===== config.mk =====
export PLATFORM = sky130hd
export DESIGN_NAME = timer_pulse_output_toggle
export DESIGN_NICKNAME = d
export VERILOG_FILES = /design/src/tmr_pulse_pkg.sv /design/src/timer_pulse_output_toggle.sv
export SDC_FILE = /design/constraint.sdc
export NUM_CORES = 1
export LEC_CHECK = 0
export BUFFER_PORTS_ARGS = -buffer_cell sky130_fd_sc_hd__buf_4
export CAP_MARGIN = 20
export CORE_MARGIN = 3
export CORE_UTILIZATION = 35
export DETAILED_ROUTE_END_ITERATION = 6
export SLEW_MARGIN = 20
export SYNTH_ARGS = -nofsm -noshare
export SYNTH_HDL_FRONTEND = slang
export SYNTH_SLANG_ARGS = --single-unit
export TNS_END_PERCENT = 20

===== constraint.sdc =====
create_clock -name CLK_IN -period 2.9 [get_ports CLK_IN]
set_input_delay 0.29 -clock CLK_IN [delete_from_list [all_inputs] [get_ports CLK_IN]]
set_output_delay 0.29 -clock CLK_IN [all_outputs]
set_load 0.1 [all_outputs]

===== src/tmr_pulse_pkg.sv =====
// Constants, field layouts and types shared by the pulse output timer channel
package tmr_pulse_pkg;

  // Register indices; byte address is four times the index
  localparam logic [9:0] IDX_TIMER_CONTROL = 10'h0_F1;
  localparam logic [9:0] IDX_RELOAD        = 10'h0_F2;
  localparam logic [9:0] IDX_PRESCALE      = 10'h0_F3;
  localparam logic [9:0] IDX_PORT_CONFIG   = 10'h0_F7;
  localparam logic [9:0] IDX_IRQ_MASK      = 10'h0_F8;
  localparam logic [9:0] IDX_IRQ_STATUS    = 10'h0_F9;
  localparam int         ADDR_LSB          = 2;
  localparam int         ADDR_MSB          = 11;

  // Field positions
  localparam int CTL_LOAD_BIT   = 2;
  localparam int CTL_ENABLE_BIT = 3;
  localparam int PRE_CONT_BIT   = 0;
  localparam int PRE_INT_BIT    = 1;
  localparam int PORT_LINE6_BIT = 5;
  localparam int IRQ_EOC_BIT    = 0;

  // Field codes
  localparam logic [1:0] OUT_SEL_THIS_TIMER = 2'h2;
  localparam logic [5:0] DIV_ZERO_CODE      = 6'h00;
  localparam logic [6:0] DIV_ZERO_VALUE     = 7'h40;
  localparam logic [7:0] COUNT_TERMINAL     = 8'h01;
  localparam logic [7:0] COUNT_DONE         = 8'h00;

  // Reset values
  localparam logic [7:0]  RST_TIMER_CONTROL = 8'h00;
  localparam logic [7:0]  RST_RELOAD        = 8'h00;
  localparam logic [7:0]  RST_PRESCALE      = 8'h00;
  localparam logic [7:0]  RST_PORT_CONFIG   = 8'h00;
  localparam logic [7:0]  RST_IRQ           = 8'h00;
  localparam logic [31:0] RDATA_ZERO        = 32'h0000_0000;

  // Timer control register layout
  typedef struct packed {
    logic [1:0] out_sel;
    logic [1:0] in_mode;
    logic       enable;
    logic       load;
    logic [1:0] other_timer;
  } timer_ctrl_t;

  // Prescale register layout
  typedef struct packed {
    logic [5:0] factor;
    logic       int_clk;
    logic       continuous;
  } prescale_t;

  // Counting state of the channel
  typedef enum logic {ST_STOP, ST_RUN} cnt_state_t;

endpackage


===== src/timer_pulse_output_toggle.sv =====
// Down-counting pulse output timer channel with APB register access
//
// The implementer's own choice: the APB register port.
`timescale 1ns/10ps

// Summary of operation
// Reload writes never disturb the count already in progress.
// Continuous mode reloads the newest reload value at end-of-count.
// Load bit loads counter from reload and forces output high.
// Reload writes without load bit leave the output level alone.
// Output selected to this timer toggles at every end-of-count.
// Every end-of-count sets the status bit; the interrupt request rises only while that bit is unmasked.
// Software keeps one prescaler setting for long and short intervals.
// Prescale bits 7:2 give division factor; zero divides by 64.
// Prescale bit 1 selects the internal clock as count source.
// Prescale bit 0 selects continuous mode; zero gives single pass.
// Control bits 7:6 = 10 route toggle, bit 3 enables, bit 2 loads.
// Port config bit 5 low makes line six the timer output.
// Counter decrements per prescale pulse; end-of-count on leaving one.
module timer_pulse_output_toggle (
  // Clock and reset
  input  wire logic        CLK_IN,
  input  wire logic        RST_B_IN,
  // APB slave
  input  wire logic        PSEL_IN,
  input  wire logic        PENABLE_IN,
  input  wire logic        PWRITE_IN,
  input  wire logic [11:0] PADDR_IN,
  input  wire logic [31:0] PWDATA_IN,
  output logic      [31:0] PRDATA_OUT,
  output logic             PREADY_OUT,
  output logic             PSLVERR_OUT,
  // Timer output pin, port three line six
  output logic             PORT_THREE_LINE_SIX_OUT,
  output logic             PORT_THREE_LINE_SIX_OE_OUT,
  // Interrupt
  output logic             SECOND_TIMER_IRQ_OUT
);

  // Register state
  tmr_pulse_pkg::timer_ctrl_t timer_control_reg_r;
  tmr_pulse_pkg::prescale_t   prescale_reg_r;
  logic                 [7:0] reload_r;
  logic                 [7:0] port_config_r;
  logic                 [7:0] irq_mask_r;
  logic                 [7:0] irq_status_r;
  logic                 [7:0] irq_status_nxt;

  // Counter state
  tmr_pulse_pkg::cnt_state_t  state_r;
  logic                 [7:0] count_r;
  logic                 [5:0] pre_cnt_r;
  logic                       tout_r;

  // Bus and event wires
  logic                       acc;
  logic                       done;
  logic                       wr;
  logic                       rd;
  logic                 [9:0] idx;
  logic                       mapped;
  logic                       load_req;
  logic                       tick;
  logic                       eoc;
  logic                       counting;
  logic                 [6:0] div_val;
  logic                [31:0] rdata_nxt;

  // Division factor, with the zero code standing for the largest divide
  function automatic logic [6:0] div_of(input logic [5:0] code);
    if (code == tmr_pulse_pkg::DIV_ZERO_CODE) begin
      div_of = tmr_pulse_pkg::DIV_ZERO_VALUE;
    end else begin
      div_of = {1'b0, code};
    end
  endfunction

  // Decode a register index against the map
  function automatic logic is_mapped(input logic [9:0] i);
    case (i)
      tmr_pulse_pkg::IDX_TIMER_CONTROL,
      tmr_pulse_pkg::IDX_RELOAD,
      tmr_pulse_pkg::IDX_PRESCALE,
      tmr_pulse_pkg::IDX_PORT_CONFIG,
      tmr_pulse_pkg::IDX_IRQ_MASK,
      tmr_pulse_pkg::IDX_IRQ_STATUS: is_mapped = 1'b1;
      default:                       is_mapped = 1'b0;
    endcase
  endfunction

  // APB phase decode; one wait state, the access ends on the edge with ready high
  assign acc    = PSEL_IN & PENABLE_IN;
  assign done   = acc & PREADY_OUT;
  assign idx    = PADDR_IN[tmr_pulse_pkg::ADDR_MSB:tmr_pulse_pkg::ADDR_LSB];
  assign mapped = is_mapped(idx);
  assign wr     = done & PWRITE_IN & mapped;
  assign rd     = acc & ~PREADY_OUT & ~PWRITE_IN;

  // A control write with the load bit set triggers a load
  assign load_req = wr & (idx == tmr_pulse_pkg::IDX_TIMER_CONTROL) &
                    PWDATA_IN[tmr_pulse_pkg::CTL_LOAD_BIT];

  // Counting only runs on the internal clock, when enabled and not finished
  assign counting = (state_r == tmr_pulse_pkg::ST_RUN) &
                    timer_control_reg_r.enable &
                    prescale_reg_r.int_clk;

  // One prescaler setting serves every interval of the channel
  assign div_val = div_of(prescale_reg_r.factor);

  // Prescale pulse when the divide counter reaches its last step
  assign tick = counting & ({1'b0, pre_cnt_r} == (div_val - 7'h01));

  // End-of-count when the counter leaves one; a reload of zero gives 256 steps
  assign eoc = tick & (count_r == tmr_pulse_pkg::COUNT_TERMINAL);

  // APB ready and error; ready is held for exactly one access edge
  always_ff @(posedge CLK_IN or negedge RST_B_IN) begin
    if (!RST_B_IN) begin
      PREADY_OUT  <= 1'b0;
      PSLVERR_OUT <= 1'b0;
    end else begin
      PREADY_OUT  <= acc & ~PREADY_OUT;
      PSLVERR_OUT <= acc & ~PREADY_OUT & ~mapped;
    end
  end

  // Read data mux; the reload index reads back the live count
  always_comb begin
    rdata_nxt = tmr_pulse_pkg::RDATA_ZERO;
    case (idx)
      tmr_pulse_pkg::IDX_TIMER_CONTROL: begin
        rdata_nxt[7:0] = timer_control_reg_r;
      end
      tmr_pulse_pkg::IDX_RELOAD: begin
        rdata_nxt[7:0] = count_r;
      end
      tmr_pulse_pkg::IDX_PRESCALE: begin
        rdata_nxt[7:0] = prescale_reg_r;
      end
      tmr_pulse_pkg::IDX_PORT_CONFIG: begin
        rdata_nxt[7:0] = port_config_r;
      end
      tmr_pulse_pkg::IDX_IRQ_MASK: begin
        rdata_nxt[7:0] = irq_mask_r;
      end
      tmr_pulse_pkg::IDX_IRQ_STATUS: begin
        rdata_nxt[7:0] = irq_status_r;
      end
      default: begin
        rdata_nxt = tmr_pulse_pkg::RDATA_ZERO;
      end
    endcase
  end

  // Read data is captured in the first access cycle and held to completion
  always_ff @(posedge CLK_IN or negedge RST_B_IN) begin
    if (!RST_B_IN) begin
      PRDATA_OUT <= tmr_pulse_pkg::RDATA_ZERO;
    end else if (rd) begin
      PRDATA_OUT <= rdata_nxt;
    end else if (done) begin
      PRDATA_OUT <= tmr_pulse_pkg::RDATA_ZERO;
    end
  end

  // Timer control; the load bit is a trigger and never stays set
  always_ff @(posedge CLK_IN or negedge RST_B_IN) begin
    if (!RST_B_IN) begin
      timer_control_reg_r <= tmr_pulse_pkg::RST_TIMER_CONTROL;
    end else if (wr && idx == tmr_pulse_pkg::IDX_TIMER_CONTROL) begin
      timer_control_reg_r      <= PWDATA_IN[7:0];
      timer_control_reg_r.load <= 1'b0;
    end
  end

  // Prescale register; a change mid-interval applies at once to the rest of that interval
  always_ff @(posedge CLK_IN or negedge RST_B_IN) begin
    if (!RST_B_IN) begin
      prescale_reg_r <= tmr_pulse_pkg::RST_PRESCALE;
    end else if (wr && idx == tmr_pulse_pkg::IDX_PRESCALE) begin
      prescale_reg_r <= PWDATA_IN[7:0];
    end
  end

  // Reload register; stores only, the running count is left alone
  always_ff @(posedge CLK_IN or negedge RST_B_IN) begin
    if (!RST_B_IN) begin
      reload_r <= tmr_pulse_pkg::RST_RELOAD;
    end else if (wr && idx == tmr_pulse_pkg::IDX_RELOAD) begin
      reload_r <= PWDATA_IN[7:0];
    end
  end

  // Port three configuration
  always_ff @(posedge CLK_IN or negedge RST_B_IN) begin
    if (!RST_B_IN) begin
      port_config_r <= tmr_pulse_pkg::RST_PORT_CONFIG;
    end else if (wr && idx == tmr_pulse_pkg::IDX_PORT_CONFIG) begin
      port_config_r <= PWDATA_IN[7:0];
    end
  end

  // Interrupt mask
  always_ff @(posedge CLK_IN or negedge RST_B_IN) begin
    if (!RST_B_IN) begin
      irq_mask_r <= tmr_pulse_pkg::RST_IRQ;
    end else if (wr && idx == tmr_pulse_pkg::IDX_IRQ_MASK) begin
      irq_mask_r <= PWDATA_IN[7:0];
    end
  end

  // Sticky status: write one to clear, a new end-of-count wins over the clear
  always_comb begin
    irq_status_nxt = irq_status_r;
    if (wr && idx == tmr_pulse_pkg::IDX_IRQ_STATUS) begin
      irq_status_nxt = irq_status_r & ~PWDATA_IN[7:0];
    end
    if (eoc) begin
      irq_status_nxt[tmr_pulse_pkg::IRQ_EOC_BIT] = 1'b1;
    end
  end

  always_ff @(posedge CLK_IN or negedge RST_B_IN) begin
    if (!RST_B_IN) begin
      irq_status_r <= tmr_pulse_pkg::RST_IRQ;
    end else begin
      irq_status_r <= irq_status_nxt;
    end
  end

  // Interrupt level follows the next status so it rises with the status bit
  always_ff @(posedge CLK_IN or negedge RST_B_IN) begin
    if (!RST_B_IN) begin
      SECOND_TIMER_IRQ_OUT <= 1'b0;
    end else begin
      SECOND_TIMER_IRQ_OUT <= |(irq_status_nxt & irq_mask_r);
    end
  end

  // Prescale divide counter; restarts on load so the first interval is whole
  always_ff @(posedge CLK_IN or negedge RST_B_IN) begin
    if (!RST_B_IN) begin
      pre_cnt_r <= 6'h00;
    end else if (load_req || tick) begin
      pre_cnt_r <= 6'h00;
    end else if (counting) begin
      pre_cnt_r <= pre_cnt_r + 6'h01;
    end
  end

  // Run state; a single pass stops at its end-of-count
  always_ff @(posedge CLK_IN or negedge RST_B_IN) begin
    if (!RST_B_IN) begin
      state_r <= tmr_pulse_pkg::ST_STOP;
    end else begin
      case (state_r)
        tmr_pulse_pkg::ST_STOP: begin
          if (load_req) begin
            state_r <= tmr_pulse_pkg::ST_RUN;
          end
        end
        tmr_pulse_pkg::ST_RUN: begin
          if (load_req) begin
            state_r <= tmr_pulse_pkg::ST_RUN;
          end else if (eoc && !prescale_reg_r.continuous) begin
            state_r <= tmr_pulse_pkg::ST_STOP;
          end
        end
        default: begin
          state_r <= tmr_pulse_pkg::ST_STOP;
        end
      endcase
    end
  end

  // Down-counter; load takes priority, then reload or finish at end-of-count
  always_ff @(posedge CLK_IN or negedge RST_B_IN) begin
    if (!RST_B_IN) begin
      count_r <= tmr_pulse_pkg::RST_RELOAD;
    end else if (load_req) begin
      count_r <= reload_r;
    end else if (eoc) begin
      if (prescale_reg_r.continuous) begin
        count_r <= reload_r;
      end else begin
        count_r <= tmr_pulse_pkg::COUNT_DONE;
      end
    end else if (tick) begin
      count_r <= count_r - 8'h01;
    end
  end

  // Timer output level; only load and end-of-count move it
  always_ff @(posedge CLK_IN or negedge RST_B_IN) begin
    if (!RST_B_IN) begin
      tout_r <= 1'b0;
    end else if (load_req) begin
      tout_r <= 1'b1;
    end else if (eoc && timer_control_reg_r.out_sel == tmr_pulse_pkg::OUT_SEL_THIS_TIMER) begin
      tout_r <= ~tout_r;
    end
  end

  // Pin drive; a reload write reaches neither flop here, so the level holds
  always_ff @(posedge CLK_IN or negedge RST_B_IN) begin
    if (!RST_B_IN) begin
      PORT_THREE_LINE_SIX_OUT    <= 1'b0;
      PORT_THREE_LINE_SIX_OE_OUT <= 1'b0;
    end else begin
      PORT_THREE_LINE_SIX_OUT    <= tout_r;
      PORT_THREE_LINE_SIX_OE_OUT <= ~port_config_r[tmr_pulse_pkg::PORT_LINE6_BIT];
    end
  end

endmodule


==> reports/results.txt <==
Synth Register Bits - 76
reg2reg setup slack - 0.37 ns
final setup fails - 0
maximum vdd ir drop - 305.7 µV
max frequency - 394.7 MHz
Final Hold Slack - 0.1114 ns
EDFF count, synth - 0
initial antenna violation count - 0
Initial Util - 0.3614
Syn Std Cell Area - 0.004161 mm²
Slew Limit Fails - 0
minimum clock period - 2.534 ns
vias after detailed routing - 3165
Die Wd - 115.0 µm
Psw - 0.0006453 W
Die Ht - 115.0 µm
TritonCTS Buffers - 9
HPWL Detailed - 6796 µm
floorplan core area - 0.01152 mm²
max-cap violations - 0
cell taking the most area after synthesis - dfrtp_1
average size of a mapped cell - 10.30 µm²
r2r startpoint - prescale_reg_r[3]
I/O pins - 86
switching share of power - 0.2592
# rows - 39
power per cell area - 513.2 mW/mm²
Final Hold Vio Count - 0
Crit Path Class - reg2reg
CP Launch Point - prescale_reg_r[3]
crit path to - pre_cnt_r[5]
Synth cell types - 56
Worst Reg-to-Reg Cells - 7
worst clock skew - 0.005767 ns
commonest register cell after synthesis - dfrtp_1
Worst Setup Start Kind - flip-flop
antenna diode count - 0
GRT overflow - 0
unrepaired setup endpoints after global routing - no
Final TNS setup - 0 ns
Sink Count - 76
GRT Util Overall - 0.1510
Req. time, crit path - 3.11 ns
DR pass1 iterations - 4
die area - 0.01323 mm²
clock buffer depth - 2
WP data arrival - 2.75 ns
combinational share of power - 0.097
Clock transition at path regs - 0.06 ns
cts hold-fix bufs - 0
critical path capture point type - flip-flop
Layout Nets - 500
share of the synthesized area in the top cell type - 0.4570
port bufs - 35
GPL Wtd Cong - 0.8160
Clk Latency, worst-skew pair - 0.33 ns
Via density - 5.337
Synthesis Warnings - 0
largest net degree at the start of global routing - 77
CP max FO - 6
1st-iter DRT viols - 162
layout cells sized above 1 - 0.2644
routed wire length per instance - 16.49 µm
Layout fillers - 1119
Post-Synthesis Cells - 404
static leakage - 2.233 nW
Slew @ Worst Pin - 0.9909 ns
post_cts resized - 0
synth cell count leaders - dfrtp_1, mux2_2, nand2_1
final core utilization - 0.4212
register area share after synthesis - 0.4570
H-tree depth - 3
top cells by area, synth - dfrtp_1, mux2_2, buf_4
fin crit share - 0.8737
clock share of power - 0.476
most frequent cell after synthesis - dfrtp_1
DRT Wirelength - 9781 µm
Sequential Power Share - 0.427
reg2reg end - pre_cnt_r[5]
DRC Markers - 0
status - finished, final reports clean
worst hold-check path type - in2async
global-route wire length before repair - 15660 µm
Cell Int Power - 0.001844 W
Final WS setup - 0.3662 ns
pre-CTS setup slack - 0.3676 ns
Area Overhead vs Synth - 16.57%
vias in the first global route - 2910
CTS root buffer - clkbuf_16
TritonCTS clock tree - yes
Post-synth ARST share - 1.000
setup bufs post-CTS - 0
DRT antenna net count - 0
Slew headroom - 0.3394
-- power groups by stage --
stage / Combinational, W / Sequential [W] / Clock [W]
finish: 0.000241 / 0.00106 / 0.00119
detailed placement: 0.000242 / 0.00108 / 0
CTS: 0.000242 / 0.00106 / 0.00121
global placement: 0.000241 / 0.00108 / 0
global route: 0.000254 / 0.00106 / 0.00126
floorplan: 0.000187 / 0.00109 / 0
-- kinds of logic (layout without fill, tap and decap cells) --
kind of cell             count (synthesis)  in the layout  share of synthesized area
AO/OA/AOI/OAI                           75             75                     0.1197
XOR/XNOR                                12             12                    0.02706
adder cells (fa/ha/maj)                  5              5                    0.01503
buffers and inverters                   52             75                    0.06915
flip-flops                              76             76                     0.4570
multiplexers                            56             56                     0.1482
other                                    1             24                  0.0009011
AND/OR/NAND/NOR                        127            127                     0.1630
-- placed cells by master, fill, tap and decap left out, drive strengths merged, types with 2 or more instances in the layout --
| master | instances |
|---|---|
| dfrtp | 76 |
| clkinvlp | 2 |
| clkbuf | 9 |
| nor3 | 9 |
| nand4 | 5 |
| nor4 | 8 |
| a21boi | 7 |
| o21ai | 14 |
| xor2 | 7 |
| a21o | 2 |
| nand2 | 35 |
| or3 | 7 |
| conb | 24 |
| nand2b | 2 |
| nor2b | 3 |
| bufinv | 2 |
| o31ai | 2 |
| o22ai | 7 |
| nor3b | 3 |
| mux2 | 45 |
| a31o | 2 |
| mux2i | 11 |
| nand3 | 16 |
| o211ai | 4 |
| a31oi | 5 |
| nor2 | 26 |
| xnor2 | 5 |
| a21oi | 16 |
| and3 | 2 |
| inv | 15 |
| ha | 5 |
| and2 | 2 |
| a22oi | 9 |
| o311ai | 3 |
| o221ai | 2 |
| buf | 46 |
-- how the worst min path moves through the flow --
stage / to / slack, ns / startpoint / depth (start not counted)
floorplan: PORT_THREE_LINE_SIX_OE_OUT / -0.006 / RST_B_IN / 0
global placement: PORT_THREE_LINE_SIX_OUT / 0.38 / tout_r / 0
detailed placement: PORT_THREE_LINE_SIX_OUT / 0.39 / tout_r / 0
CTS: timer_control_reg_r[1] / 0.18 / RST_B_IN / 1
global route: irq_status_r[1] / 0.20 / PWDATA_IN[1] / 2
finish: count_r[7] / 0.11 / RST_B_IN / 1
-- per-stage QoR --
stage / total power (W) / area, µm² / instances
after CTS: 0.002519 / 4851 / 593
after floorplan: 0.001281 / 4248 / 427
final: 0.002489 / 4851 / 593
after global routing: 0.002575 / 4851 / 593
after detailed placement: 0.001325 / 4537 / 578
after global placement: 0.001324 / 4537 / 578
-- registers in the layout, summed over array words and instances, names as in the netlist --
register                    count
PRDATA_OUT                      8
count_r                         8
irq_mask_r                      8
irq_status_r                    8
port_config_r                   8
prescale_reg_r                  8
reload_r                        8
timer_control_reg_r             7
pre_cnt_r                       6
PORT_THREE_LINE_SIX_OE_OUT      1
PORT_THREE_LINE_SIX_OUT         1
PREADY_OUT                      1
PSLVERR_OUT                     1
SECOND_TIMER_IRQ_OUT            1
state_r                         1
tout_r                          1
-- critical path: stages (launching register included) --
cell	delay [ns]
dfrtp_1	0.43
inv_1	0.08
ha_1	0.23
or3_1	0.37
a31o_2	0.27
or4_1	0.70
nand2_1	0.25
nor2_1	0.08
-- per-layer routing --
layer	track usage	vias up	wire, µm
li1	-	1491	-
met1	0.2261	1578	4813
met2	0.2242	85	4380
met3	0.03053	11	484
met4	0.03678	0	103
met5	0	-	0
-- final cells by class --
type | count | area (µm²) | share of cell area
multi-input combinational | 299 | 2058 | 0.4243
timing repair buffer | 46 | 345.3 | 0.07119
tap | 143 | 178.9 | 0.03688
clock buffer | 9 | 225.2 | 0.04643
sequential | 76 | 1902 | 0.3921
clock inverter | 6 | 88.84 | 0.01831
inverter | 14 | 52.55 | 0.01083
Power figures use the tool's default switching activity.
